`config.mk`:
```
export PLATFORM = sky130hd
export DESIGN_NAME = ctpwm_top
export DESIGN_NICKNAME = d
export VERILOG_FILES = /design/src/rtl/ctpwm_pkg.sv /design/src/rtl/ctpwm_top.sv
export SDC_FILE = /design/constraint.sdc
export NUM_CORES = 1
export LEC_CHECK = 0
export BUFFER_PORTS_ARGS = -buffer_cell sky130_fd_sc_hd__buf_2
export CAP_MARGIN = 10
export CORE_MARGIN = 1.5
export CORE_UTILIZATION = 58
export DETAILED_ROUTE_END_ITERATION = 10
export PLACE_DENSITY = 0.81
export SETUP_SLACK_MARGIN = 0.4
export SLEW_MARGIN = 20
export SYNTH_ARGS = -nofsm -noshare
export SYNTH_HDL_FRONTEND = slang
export SYNTH_SLANG_ARGS = --single-unit
```
`constraint.sdc`:
```
create_clock -name core_clk -period 4 [get_ports core_clk]
set_input_delay 0 -clock core_clk [delete_from_list [all_inputs] [get_ports core_clk]]
set_output_delay 0 -clock core_clk [all_outputs]
set_load 0.02 [all_outputs]
```
`src/rtl/ctpwm_pkg.sv`:
```
// package for the compact timer with pwm: register map, field layout, types
package ctpwm_pkg;
	localparam int CTPWM_CNT_W = 10;
	localparam int CTPWM_ADDR_W = 3;
	// register indices (word addresses on the bus)
	localparam logic [2:0] CTPWM_REG_CTRL0 = 3'h0;
	localparam logic [2:0] CTPWM_REG_CTRL1 = 3'h1;
	localparam logic [2:0] CTPWM_REG_CNT_LO = 3'h2;
	localparam logic [2:0] CTPWM_REG_CNT_HI = 3'h3;
	localparam logic [2:0] CTPWM_REG_CMP_LO = 3'h4;
	localparam logic [2:0] CTPWM_REG_CMP_HI = 3'h5;
	localparam logic [2:0] CTPWM_REG_STATUS = 3'h6;
	// reset values
	localparam logic [7:0] CTPWM_CTRL0_RST = 8'h00;
	localparam logic [7:0] CTPWM_CTRL1_RST = 8'h00;
	localparam logic [9:0] CTPWM_CMP_RST = 10'h000;
	// control 0 field positions
	localparam int CTPWM_C0_PAUSE = 7;
	localparam int CTPWM_C0_CKSEL_LSB = 4;
	localparam int CTPWM_C0_RUN = 3;
	localparam int CTPWM_C0_PER_LSB = 0;
	// control 1 field positions
	localparam int CTPWM_C1_MODE_LSB = 6;
	localparam int CTPWM_C1_OFN_LSB = 4;
	localparam int CTPWM_C1_OCTL = 3;
	localparam int CTPWM_C1_POL = 2;
	localparam int CTPWM_C1_PDSEL = 1;
	localparam int CTPWM_C1_CLRSEL = 0;
	// prescaler ratios
	localparam int CTPWM_DIV_SYS4 = 4;
	localparam int CTPWM_DIV_H16 = 16;
	localparam int CTPWM_DIV_H64 = 64;

	typedef enum logic [1:0] {
		CTPWM_MODE_CMP = 2'b00,
		CTPWM_MODE_UNDEF = 2'b01,
		CTPWM_MODE_PWM = 2'b10,
		CTPWM_MODE_TMR = 2'b11
	} ctpwm_mode_t;

	typedef enum logic [2:0] {
		CTPWM_CK_SYS4 = 3'b000,
		CTPWM_CK_SYS = 3'b001,
		CTPWM_CK_H16 = 3'b010,
		CTPWM_CK_H64 = 3'b011,
		CTPWM_CK_SUB0 = 3'b100,
		CTPWM_CK_SUB1 = 3'b101,
		CTPWM_CK_PINR = 3'b110,
		CTPWM_CK_PINF = 3'b111
	} ctpwm_cksel_t;

	typedef struct packed {
		logic pause;
		ctpwm_cksel_t cksel;
		logic run;
		logic [2:0] period;
	} ctpwm_ctrl0_t;

	typedef struct packed {
		ctpwm_mode_t mode;
		logic [1:0] ofn;
		logic octl;
		logic pol;
		logic pdsel;
		logic clrsel;
	} ctpwm_ctrl1_t;

	// avalon-mm slave request bundle
	typedef struct packed {
		logic [CTPWM_ADDR_W-1:0] address;
		logic read;
		logic write;
		logic [3:0] byteenable;
		logic [31:0] writedata;
	} ctpwm_av_req_t;

	// avalon-mm slave answer bundle
	typedef struct packed {
		logic [31:0] readdata;
		logic waitrequest;
	} ctpwm_av_rsp_t;
endpackage

```
`src/rtl/ctpwm_top.sv`:
```
// compact 10-bit timer with compare-match and pwm output, avalon-mm slave
// Contract
// - ten-bit up counter advances on every active edge of the count clock
// - period comparator checks all ten counter bits against period times 128 minus one
// - match-a comparator checks all ten counter bits
// - run rising clears counter; run falling stops and keeps value
// - run rising returns pin to initial level in compare mode
// - pause holds counter; counting resumes from held value on release
// - clock select picks sys/4, sys, high/16, high/64, sub, pin rise or fall
// - period value n gives match after n*128 counts; zero means 1024
// - period zero lets counter run to maximum and clear by overflow
// - mode field: compare, undefined, pwm, timer; pin undefined in timer mode
// - compare mode match-a: none, low, high, toggle per output function
// - pwm mode output function: inactive, active, waveform, undefined
// - match leaves pin unchanged when requested level equals initial level
// - output control sets initial level or pwm active polarity; none in timer
// - polarity bit inverts pin; no effect in timer mode
// - period/duty select swaps roles of period field and compare value
// - clear select: match-a clears, else period match or overflow at zero
// - pwm mode ignores clear select; period/duty select picks clearing match
// - counter readable only via low byte and high byte, upper bits zero
// - counter clears on overflow or selected match, raising event flags except on overflow with clear select set outside pwm mode
// - compare low write buffered; high write commits; high read latches low
// - with clear select set outside pwm mode, period match flag is never raised
// - pwm duty at or above period gives continuously active output
`timescale 1ns/1ps
module ctpwm_top
	import ctpwm_pkg::*;
#(
	parameter int CNT_W = CTPWM_CNT_W
) (
	input wire logic core_clk,
	input wire logic arst_n,
	input wire ctpwm_pkg::ctpwm_av_req_t av_req,
	output ctpwm_pkg::ctpwm_av_rsp_t av_rsp,
	input wire logic high_clk_en,
	input wire logic sub_clk_en,
	input wire logic external_count_pin,
	output logic timer_output_pin,
	output logic match_a_event,
	output logic period_match_event
);
	import ctpwm_pkg::*;

	ctpwm_ctrl0_t ctrl0_q;
	ctpwm_ctrl1_t ctrl1_q;
	logic [CNT_W-1:0] count_q;
	logic [CNT_W-1:0] cmp_q;
	logic [7:0] buf_q;
	logic run_q;
	logic pin_q;
	logic ext_q;
	logic [1:0] div4_q;
	logic [3:0] div16_q;
	logic [5:0] div64_q;
	logic match_a_flag_q;
	logic period_match_flag_q;
	logic [31:0] rdata_q;
	logic rvalid_q;

	logic wr_ctrl0;
	logic wr_ctrl1;
	logic wr_cmp_lo;
	logic wr_cmp_hi;
	logic rd_cnt_hi;
	logic rd_cmp_hi;
	logic wr_status;
	logic tick;
	logic run_rise;
	logic counting;
	logic match_a;
	logic match_p;
	logic overflow;
	logic clear_cnt;
	logic pwm_mode;
	logic [10:0] pwm_period;
	logic [10:0] pwm_duty;
	logic pwm_wave;
	logic pin_level;

	function automatic logic [10:0] period_counts(input logic [2:0] p);
		// zero stands for the full counter span
		period_counts = (p == 3'h0) ? 11'h400 : {1'b0, p, 7'h00};
	endfunction

	// bus decode: writes complete at once, reads take one wait cycle
	assign wr_ctrl0 = av_req.write && av_req.byteenable[0] && av_req.address == CTPWM_REG_CTRL0;
	assign wr_ctrl1 = av_req.write && av_req.byteenable[0] && av_req.address == CTPWM_REG_CTRL1;
	assign wr_cmp_lo = av_req.write && av_req.byteenable[0] && av_req.address == CTPWM_REG_CMP_LO;
	assign wr_cmp_hi = av_req.write && av_req.byteenable[0] && av_req.address == CTPWM_REG_CMP_HI;
	assign wr_status = av_req.write && av_req.byteenable[0] && av_req.address == CTPWM_REG_STATUS;
	assign rd_cnt_hi = av_req.read && !rvalid_q && av_req.address == CTPWM_REG_CNT_HI;
	assign rd_cmp_hi = av_req.read && !rvalid_q && av_req.address == CTPWM_REG_CMP_HI;
	assign av_rsp.waitrequest = av_req.read && !rvalid_q;
	assign av_rsp.readdata = rdata_q;

	always_ff @(posedge core_clk or negedge arst_n) begin
		if (!arst_n) begin
			ctrl0_q <= CTPWM_CTRL0_RST;
			ctrl1_q <= CTPWM_CTRL1_RST;
		end else begin
			if (wr_ctrl0) begin
				ctrl0_q <= av_req.writedata[7:0];
			end
			if (wr_ctrl1) begin
				ctrl1_q <= av_req.writedata[7:0];
			end
		end
	end

	// compare register pair behind the shared byte buffer
	always_ff @(posedge core_clk or negedge arst_n) begin
		if (!arst_n) begin
			buf_q <= 8'h00;
			cmp_q <= CTPWM_CMP_RST;
		end else if (wr_cmp_lo) begin
			buf_q <= av_req.writedata[7:0];
		end else if (wr_cmp_hi) begin
			cmp_q <= {av_req.writedata[1:0], buf_q};
		end else if (rd_cnt_hi) begin
			buf_q <= count_q[7:0];
		end else if (rd_cmp_hi) begin
			buf_q <= cmp_q[7:0];
		end
	end

	// low bytes read the buffer, so read the high byte first for a coherent pair
	always_ff @(posedge core_clk or negedge arst_n) begin
		if (!arst_n) begin
			rdata_q <= 32'h0000_0000;
			rvalid_q <= 1'b0;
		end else begin
			rvalid_q <= av_req.read && !rvalid_q;
			if (av_req.read && !rvalid_q) begin
				unique case (av_req.address)
					CTPWM_REG_CTRL0: rdata_q <= {24'h000000, ctrl0_q};
					CTPWM_REG_CTRL1: rdata_q <= {24'h000000, ctrl1_q};
					CTPWM_REG_CNT_LO: rdata_q <= {24'h000000, buf_q};
					CTPWM_REG_CNT_HI: rdata_q <= {30'h00000000, count_q[9:8]};
					CTPWM_REG_CMP_LO: rdata_q <= {24'h000000, buf_q};
					CTPWM_REG_CMP_HI: rdata_q <= {30'h00000000, cmp_q[9:8]};
					CTPWM_REG_STATUS: rdata_q <= {29'h00000000, pin_q, period_match_flag_q, match_a_flag_q};
					default: rdata_q <= 32'h0000_0000;
				endcase
			end
		end
	end

	// prescalers run from reset so the first tick after enabling is not aligned
	always_ff @(posedge core_clk or negedge arst_n) begin
		if (!arst_n) begin
			div4_q <= 2'h0;
			div16_q <= 4'h0;
			div64_q <= 6'h00;
			ext_q <= 1'b0;
			run_q <= 1'b0;
		end else begin
			div4_q <= div4_q + 2'h1;
			if (high_clk_en) begin
				div16_q <= div16_q + 4'h1;
				div64_q <= div64_q + 6'h01;
			end
			ext_q <= external_count_pin;
			run_q <= ctrl0_q.run;
		end
	end

	always_comb begin
		unique case (ctrl0_q.cksel)
			CTPWM_CK_SYS4: tick = div4_q == 2'(CTPWM_DIV_SYS4 - 1);
			CTPWM_CK_SYS: tick = 1'b1;
			CTPWM_CK_H16: tick = high_clk_en && div16_q == 4'(CTPWM_DIV_H16 - 1);
			CTPWM_CK_H64: tick = high_clk_en && div64_q == 6'(CTPWM_DIV_H64 - 1);
			CTPWM_CK_SUB0, CTPWM_CK_SUB1: tick = sub_clk_en;
			CTPWM_CK_PINR: tick = external_count_pin && !ext_q;
			CTPWM_CK_PINF: tick = !external_count_pin && ext_q;
		endcase
	end

	assign run_rise = ctrl0_q.run && !run_q;
	assign counting = ctrl0_q.run && !run_rise && !ctrl0_q.pause && tick;
	assign pwm_mode = ctrl1_q.mode == CTPWM_MODE_PWM;
	// matches look one count ahead so the clearing tick lands on zero and a period of n spans n ticks
	// a zero compare value never matches; the counter then wraps by overflow
	assign match_a = counting && cmp_q != '0 && count_q + 10'h001 == cmp_q;
	assign match_p = counting && ctrl0_q.period != 3'h0 && count_q == {ctrl0_q.period, 7'h00} - 10'h001;
	assign overflow = counting && count_q == 10'h3ff;

	// pwm compares the next count so a period of n*128 spans n*128 ticks
	assign pwm_period = ctrl1_q.pdsel ? {1'b0, cmp_q} : period_counts(ctrl0_q.period);
	assign pwm_duty = ctrl1_q.pdsel ? period_counts(ctrl0_q.period) : {1'b0, cmp_q};
	assign pwm_wave = pwm_duty >= pwm_period || {1'b0, count_q} < pwm_duty;

	always_comb begin
		if (pwm_mode) begin
			clear_cnt = counting && (11'(count_q) + 11'h001 >= pwm_period || overflow);
		end else if (ctrl1_q.clrsel) begin
			clear_cnt = match_a || overflow;
		end else begin
			clear_cnt = match_p || overflow;
		end
	end

	always_ff @(posedge core_clk or negedge arst_n) begin
		if (!arst_n) begin
			count_q <= '0;
		end else if (run_rise) begin
			count_q <= '0;
		end else if (clear_cnt) begin
			count_q <= '0;
		end else if (counting) begin
			count_q <= count_q + 10'h001;
		end
	end

	// sticky event flags, cleared by writing one; a new event wins the clear
	always_ff @(posedge core_clk or negedge arst_n) begin
		if (!arst_n) begin
			match_a_flag_q <= 1'b0;
			period_match_flag_q <= 1'b0;
			match_a_event <= 1'b0;
			period_match_event <= 1'b0;
		end else begin
			match_a_event <= match_a;
			period_match_event <= (pwm_mode || !ctrl1_q.clrsel) && (match_p || (ctrl0_q.period == 3'h0 && overflow));
			if (match_a) begin
				match_a_flag_q <= 1'b1;
			end else if (wr_status && av_req.writedata[0]) begin
				match_a_flag_q <= 1'b0;
			end
			if ((pwm_mode || !ctrl1_q.clrsel) && (match_p || (ctrl0_q.period == 3'h0 && overflow))) begin
				period_match_flag_q <= 1'b1;
			end else if (wr_status && av_req.writedata[1]) begin
				period_match_flag_q <= 1'b0;
			end
		end
	end

	// compare-mode pin state before polarity
	always_ff @(posedge core_clk or negedge arst_n) begin
		if (!arst_n) begin
			pin_q <= 1'b0;
		end else if (run_rise) begin
			pin_q <= ctrl1_q.octl;
		end else if (ctrl1_q.mode == CTPWM_MODE_CMP && match_a) begin
			unique case (ctrl1_q.ofn)
				2'b00: pin_q <= pin_q;
				2'b01: pin_q <= 1'b0;
				2'b10: pin_q <= 1'b1;
				2'b11: pin_q <= !pin_q;
			endcase
		end
	end

	always_comb begin
		unique case (ctrl1_q.ofn)
			2'b00: pin_level = !ctrl1_q.octl;
			2'b01: pin_level = ctrl1_q.octl;
			2'b10: pin_level = pwm_wave ? ctrl1_q.octl : !ctrl1_q.octl;
			2'b11: pin_level = !ctrl1_q.octl;
		endcase
	end

	// timer and undefined modes park the pin low
	always_ff @(posedge core_clk or negedge arst_n) begin
		if (!arst_n) begin
			timer_output_pin <= 1'b0;
		end else if (ctrl1_q.mode == CTPWM_MODE_PWM) begin
			timer_output_pin <= pin_level ^ ctrl1_q.pol;
		end else if (ctrl1_q.mode == CTPWM_MODE_CMP) begin
			timer_output_pin <= (run_rise ? ctrl1_q.octl : pin_q) ^ ctrl1_q.pol;
		end else begin
			timer_output_pin <= 1'b0;
		end
	end
endmodule

```
==> After elaboration in Yosys (flattened, before gate mapping) <==
Cells that the tools add are included.
{ "word_totals": {"regBits": 97, "latch_bits": 0, "mem_bits_rw": 0, "mem_bits_ro": 0, "in_bits": 46, "out_inout_bits": 36, "word_cells": 150, "n_memories": 0} }
{ "classes": {"n_addsub": 6, "n_mul": 0, "div": 0, "magnitude_cmp": 3, "eq_ne": 25, "shift": 0, "mux": 26, "bitwise": 3, "reduce_logical": 61} }
{ "ops": {"columns": ["op", "count"], "rows": [
  ["$pmux 8 s6", 1],
  ["$mux 11", 3],
  ["$mux 8", 4],
  ["$mux 10", 3],
  ["$logic_and 1x1->1", 28],
  ["$ge 11x11->1", 2],
  ["$eq 3x3->1 const B", 7],
  ["$eq 10x10->1", 2],
  ["$eq 3x2->1 const B", 4],
  ["$mux 1", 12],
  ["$add 10x1->11 const B", 1],
  ["$lt 10x11->1", 1],
  ["$add 10x1->10 const B", 1],
  ["$eq 10x10->1 const B", 1],
  ["$reduce_bool 10->1", 1],
  ["$sub 10x1->10 const B", 1],
  ["$logic_not 1->1", 9],
  ["$logic_not 3->1", 3],
  ["$reduce_bool 3->1", 3],
  ["$eq 2x2->1 const B", 4],
  ["$pmux 1 s7", 1],
  ["$add 6x1->6 const B", 1],
  ["$eq 3x1->1 const B", 2],
  ["$eq 6x6->1 const B", 1],
  ["13 further kinds", 28]
]} }

==> Logic depth before layout (Yosys ltp) <==
{ "depth": {"depth_word": 13, "mapped_depth": 15, "mapped_depth_nobuf": 14} }

==> Least setup slack after synthesis <==
No wires, ideal clock.
{ "synth_path": {"kind": "register -> register", "startpoint": "reg count_q[1]", "endpoint": "reg count_q[6]", "setup_ns": 0.087, "arrival_ns": 2.817, "required_time_ns": 3.913, "path_slack_ns": 1.096, "stages_incl_launch_ff": 13, "n_path_buf": 2, "synth_period_minus_slack_ns": 2.904, "cell_sequence": "dfrtp_1 -> ha_1 -> nand4_1 -> or2_2 -> buf_1 -> xnor2_1 -> ha_1 -> and3_1 -> a221oi_1 -> nand2_1 -> a211o_2 -> buf_6 -> a22oi_1"} }
{ "synth_via": {"elab_chain_cells": 8, "word_cells_on_any_way": 19, "classes_between": "2 x add/sub; 1 x order compare; 3 x eq/ne; 5 x mux; 8 x reduce/logical"} }
{ "synth_rtl": {"columns": ["element", "line_no", "rtl"], "rows": [
  ["start, declared", "ctpwm_top.sv:47", "logic [CNT_W-1:0] count_q;"],
  ["start signal, assigned", "ctpwm_top.sv:212", "count_q <= count_q + 10'h001;"],
  ["branches (longest 8 deep; another with $add 10x1->11)", null, null]
]} }
Parallel ways; which one is timed is not known. The select of a mux whose other input is x is not followed.
A chain may end at the register's enable or synchronous reset.

==> Final worst setup path <==
{ "layout_path": {"startpoint": "reg count_q[1]", "endpoint": "reg count_q[7]"} }
Same word-level chain as after synthesis.

==> reports/qor.json <==
{
  "grt.total_usage": {"value": 27.3, "unit": "%"},
  "power": {"value": 2490, "unit": "µW"},
  "initial_antenna_violation_count": {"value": 0},
  "max_cap_viol_count": {"value": 0},
  "synth_cells": {"value": 570},
  "worst_clock_skew": {"value": 0.00944, "unit": "ns"},
  "post-dp-hpwl": {"value": 8970, "unit": "µm"},
  "num_rows": {"value": 34},
  "ys_async_sr_fraction": {"value": 100, "unit": "%"},
  "totalNegativeSetupSlack": {"value": 0, "unit": "ns"},
  "synth_area": {"value": 5230, "unit": "µm²"},
  "die_y": {"value": 97.9, "unit": "µm"},
  "clkSinkCount": {"value": 73},
  "synth_flop_cell": {"value": "sky130_fd_sc_hd__dfrtp_1"},
  "grt_pass1_wl": {"value": 20900, "unit": "µm"},
  "finalMaxSlewViolations": {"value": 0},
  "wl_cell": {"value": 17.7, "unit": "µm"},
  "initial_core_utilization": {"value": 59.9, "unit": "%"},
  "grt_most_used_layer": {"value": "met2"},
  "pre_repair_dr_iteration_count": {"value": 5},
  "cp-end-kind": {"value": "flip-flop"},
  "final_period_minus_worst_setup_slack": {"value": 3.34, "unit": "ns"},
  "die-area": {"value": 9590, "unit": "µm²"},
  "hold_class": {"value": "in -> reg"},
  "setup.worst_path.start_class": {"value": "flip-flop"},
  "worstPathRequired": {"value": 4.29, "unit": "ns"},
  "areaGrowthSynthToFinish": {"value": 6.34, "unit": "%"},
  "nNetsFinal": {"value": 671},
  "die_w": {"value": 97.9, "unit": "µm"},
  "gp_routability_congestion": {"value": 0.927},
  "maximum_achievable_frequency": {"value": 0.299, "unit": "GHz"},
  "cts-buffers-inserted": {"value": 9},
  "critPathArrivalTime": {"value": 3.63, "unit": "ns"},
  "final_design_area_no_fill": {"value": 5560, "unit": "µm²"},
  "detail_route.iter0.violations": {"value": 335},
  "drt.antenna.violating_nets": {"value": 0},
  "crit_path_max_fanout": {"value": 10},
  "worst_hold_path.num_cells": {"value": 4},
  "cts.reportedPaths.clkPinSlew": {"value": 0.09, "unit": "ns"},
  "synth.avg_cell_area": {"value": 9.17, "unit": "µm²"},
  "number_of_input_and_output_port_buffers_inserted": {"value": 30},
  "register_to_register_path_setup_slack": {"value": 0.66, "unit": "ns"},
  "synth-seq-cells": {"value": 73},
  "boundaryPins": {"value": 82},
  "maxSlewHeadroom": {"value": 37.1, "unit": "%"},
  "wire_length_reported_by_the_detailed_router": {"value": 12500, "unit": "µm"},
  "criticalPathCategory": {"value": "reg -> reg"},
  "groute.layer.met1.usage": {"value": 37.4, "unit": "%"},
  "cts_max_level": {"value": 3},
  "detail_route.drc_violations": {"value": 0},
  "post_dp_cell_area": {"value": 5250, "unit": "µm²"},
  "count_of_endpoints_failing_hold_in_the_final_timing_report": {"value": 0},
  "leakagePower": {"value": 0.00261, "unit": "µW"},
  "fin_util": {"value": 63.7, "unit": "%"},
  "power.density": {"value": 448, "unit": "nW/µm²"},
  "clockBufferDepth": {"value": 2},
  "peakVddDrop": {"value": 389, "unit": "µV"},
  "report.final.setup_viol": {"value": 0},
  "use_met3": {"value": 6.23, "unit": "%"},
  "met2_usage": {"value": 43.3, "unit": "%"},
  "post_route_cells_drive_above_1_share": {"value": 16.2, "unit": "%"},
  "unrepaired_setup_endpoints_after_global_routing": {"value": "no"},
  "slew_at_the_pin_with_the_worst_max_slew_slack": {"value": 0.943, "unit": "ns"},
  "grt_max_degree": {"value": 74},
  "cts_root_buf": {"value": "sky130_fd_sc_hd__clkbuf_8"},
  "routed-via-count": {"value": 4336},
  "grt_pass1_vias": {"value": 4165},
  "via_per_inst": {"value": 6.13},
  "tritoncts": {"value": "yes"},
  "run_status": {"value": "completed"},
  "min_period_over_period": {"value": 83.6, "unit": "%"},
  "diodes": {"value": 0},
  "synth-edff-count": {"value": 0},
  "core": {"value": 8720, "unit": "µm²"},
  "timing.reg2reg.worst_path_depth": {"value": 10},
  "global_route.overflow_total": {"value": 0},
  "insertion_delay": {"value": 0.37, "unit": "ns"},
  "synth_seq_area_share": {"value": 35.0, "unit": "%"},
  "ys_types": {"value": 63},
  "synth_warnings": {"value": 0},
  "post_cts.repair.setup_buffers": {"value": 0}
}
==> final timing paths <==
kind / from / to
setup / recovery: count_q[1]$_DFFE_PN0P_ / count_q[7]$_DFFE_PN0P_
hold / removal: av_req[40] / match_a_flag_q$_DFFE_PN0P_
setup reg to reg: count_q[1]$_DFFE_PN0P_ / count_q[7]$_DFFE_PN0P_
hold reg to reg: div4_q[0]$_DFF_PN0_ / div4_q[0]$_DFF_PN0_
max in group asynchronous: arst_n / count_q[0]$_DFFE_PN0P_
min in group asynchronous: arst_n / div64_q[2]$_DFFE_PN0P_
==> cells in the final DEF (no fill, tap or decap), types with 21 or more instances in the layout <==
| master | n |
|---|---|
| sky130_fd_sc_hd__o21ai_0 | 44 |
| sky130_fd_sc_hd__nand2_1 | 66 |
| sky130_fd_sc_hd__a21oi_1 | 27 |
| sky130_fd_sc_hd__conb_1 | 24 |
| sky130_fd_sc_hd__ha_1 | 31 |
| sky130_fd_sc_hd__dfrtp_1 | 72 |
| sky130_fd_sc_hd__buf_2 | 29 |
| sky130_fd_sc_hd__nor2_1 | 30 |
| sky130_fd_sc_hd__inv_1 | 21 |
| sky130_fd_sc_hd__mux2_2 | 27 |
==> cell type report <==
cell class                 instances  area (µm²)
tap                              108         135
fill                             702        3160
sequential                        73        1830
clock inverter                     7        68.8
inverter                          21        78.8
timing repair buffer              46         300
multi-input combinational        443        3020
clock buffer                       9         124
==> logic make-up after synthesis <==
group | count (synthesis) | synth area share (%)
AOI/OAI and AO/OA | 129 | 16.2
xor gates and xnor gates | 25 | 4.45
adders and majority gates | 31 | 7.42
buffers and inverters | 77 | 8.91
DFF | 73 | 35.0
muxes | 46 | 9.70
other | 1 | 0.0718
and+or+nand+nor | 188 | 18.3
==> cells in the mapped netlist, types with 2 or more instances <==
master	number	area, µm²
sky130_fd_sc_hd__dfrtp_1	73	1830
sky130_fd_sc_hd__nand2_1	66	248
sky130_fd_sc_hd__o21ai_0	44	220
sky130_fd_sc_hd__ha_1	31	388
sky130_fd_sc_hd__nor2_1	30	113
sky130_fd_sc_hd__a21oi_1	27	135
sky130_fd_sc_hd__mux2_2	27	304
sky130_fd_sc_hd__buf_4	26	195
sky130_fd_sc_hd__inv_1	21	78.8
sky130_fd_sc_hd__clkbuf_1	19	71.3
sky130_fd_sc_hd__mux2i_1	18	180
sky130_fd_sc_hd__xnor2_1	16	140
sky130_fd_sc_hd__nand3_1	14	70.1
sky130_fd_sc_hd__o211ai_1	14	105
sky130_fd_sc_hd__nand2b_1	13	81.3
sky130_fd_sc_hd__nor2b_1	11	68.8
sky130_fd_sc_hd__nand4_1	8	50.1
sky130_fd_sc_hd__nor3_1	8	40.0
sky130_fd_sc_hd__xor2_1	8	70.1
sky130_fd_sc_hd__a22oi_1	7	52.6
sky130_fd_sc_hd__a22o_1	6	52.6
sky130_fd_sc_hd__a31oi_1	6	37.5
sky130_fd_sc_hd__and3_1	5	31.3
sky130_fd_sc_hd__buf_6	5	56.3
sky130_fd_sc_hd__a21o_1	4	30.0
sky130_fd_sc_hd__clkbuf_8	4	55.1
sky130_fd_sc_hd__nor4_1	4	25.0
sky130_fd_sc_hd__or3_1	4	25.0
sky130_fd_sc_hd__a2111oi_0	3	26.3
sky130_fd_sc_hd__a221oi_1	3	26.3
sky130_fd_sc_hd__and2_1	3	18.8
sky130_fd_sc_hd__and2_2	3	22.5
sky130_fd_sc_hd__nand3b_1	3	22.5
sky130_fd_sc_hd__nand4b_1	3	26.3
sky130_fd_sc_hd__a211oi_1	2	15.0
sky130_fd_sc_hd__o2111ai_1	2	17.5
sky130_fd_sc_hd__or4_1	2	15.0
sky130_fd_sc_hd__or4_2	2	17.5
==> sequential cells by signal (all words and copies together), names as in the netlist, 2 cells and up <==
register,flops
cmp_q,10
buf_q,8
ctrl0_q,8
div4_q,2
div16_q,4
ctrl1_q,8
count_q,10
rdata_q,8
div64_q,6
==> metrics by stage <==
stage,cells,hold slack (ns),setup slack [ns]
2_1_floorplan,593,-0.296,1.10
3_3_place_gp,680,0.131,0.739
3_5_place_dp,680,0.147,0.627
4_1_cts,707,0.0713,0.596
5_1_grt,707,0.102,0.439
6_report,707,0.0977,0.658
==> routing by layer <==
metal | vias up | wire length (µm) | part of all wire [%]
li1 | 2035 | - | -
met1 | 2087 | 5430 | 43
met2 | 182 | 5950 | 48
met3 | 32 | 856 | 6.8
met4 | 0 | 278 | 2.2
met5 | - | 0 | 0
==> report_power, final <==
group	switching, µW	internal [µW]
clock	345	245
combinational	452	362
sequential	203	885
total	1000	1490
==> worst max-delay path, stage by stage (launching register included) <==
cell	delay, ns
sky130_fd_sc_hd__dfrtp_1	0.55
sky130_fd_sc_hd__ha_1	0.32
sky130_fd_sc_hd__nand4_1	0.21
sky130_fd_sc_hd__or2_2	0.41
sky130_fd_sc_hd__xnor2_1	0.15
sky130_fd_sc_hd__ha_1	0.31
sky130_fd_sc_hd__and3_1	0.18
sky130_fd_sc_hd__a221oi_1	0.42
sky130_fd_sc_hd__a21oi_1	0.13
sky130_fd_sc_hd__a211o_2	0.39
sky130_fd_sc_hd__a22oi_1	0.21
==> repair_timing <==
| item | in CTS | in global routing |
|---|---|---|
| hold buffers | 11 | 0 |
| endpoints found under the hold margin | 101 | 0 |
| resized for setup | 0 | 1 |
| endpoints found under the setup margin | 0 | 6 |
Power figures use the tool's default switching activity.
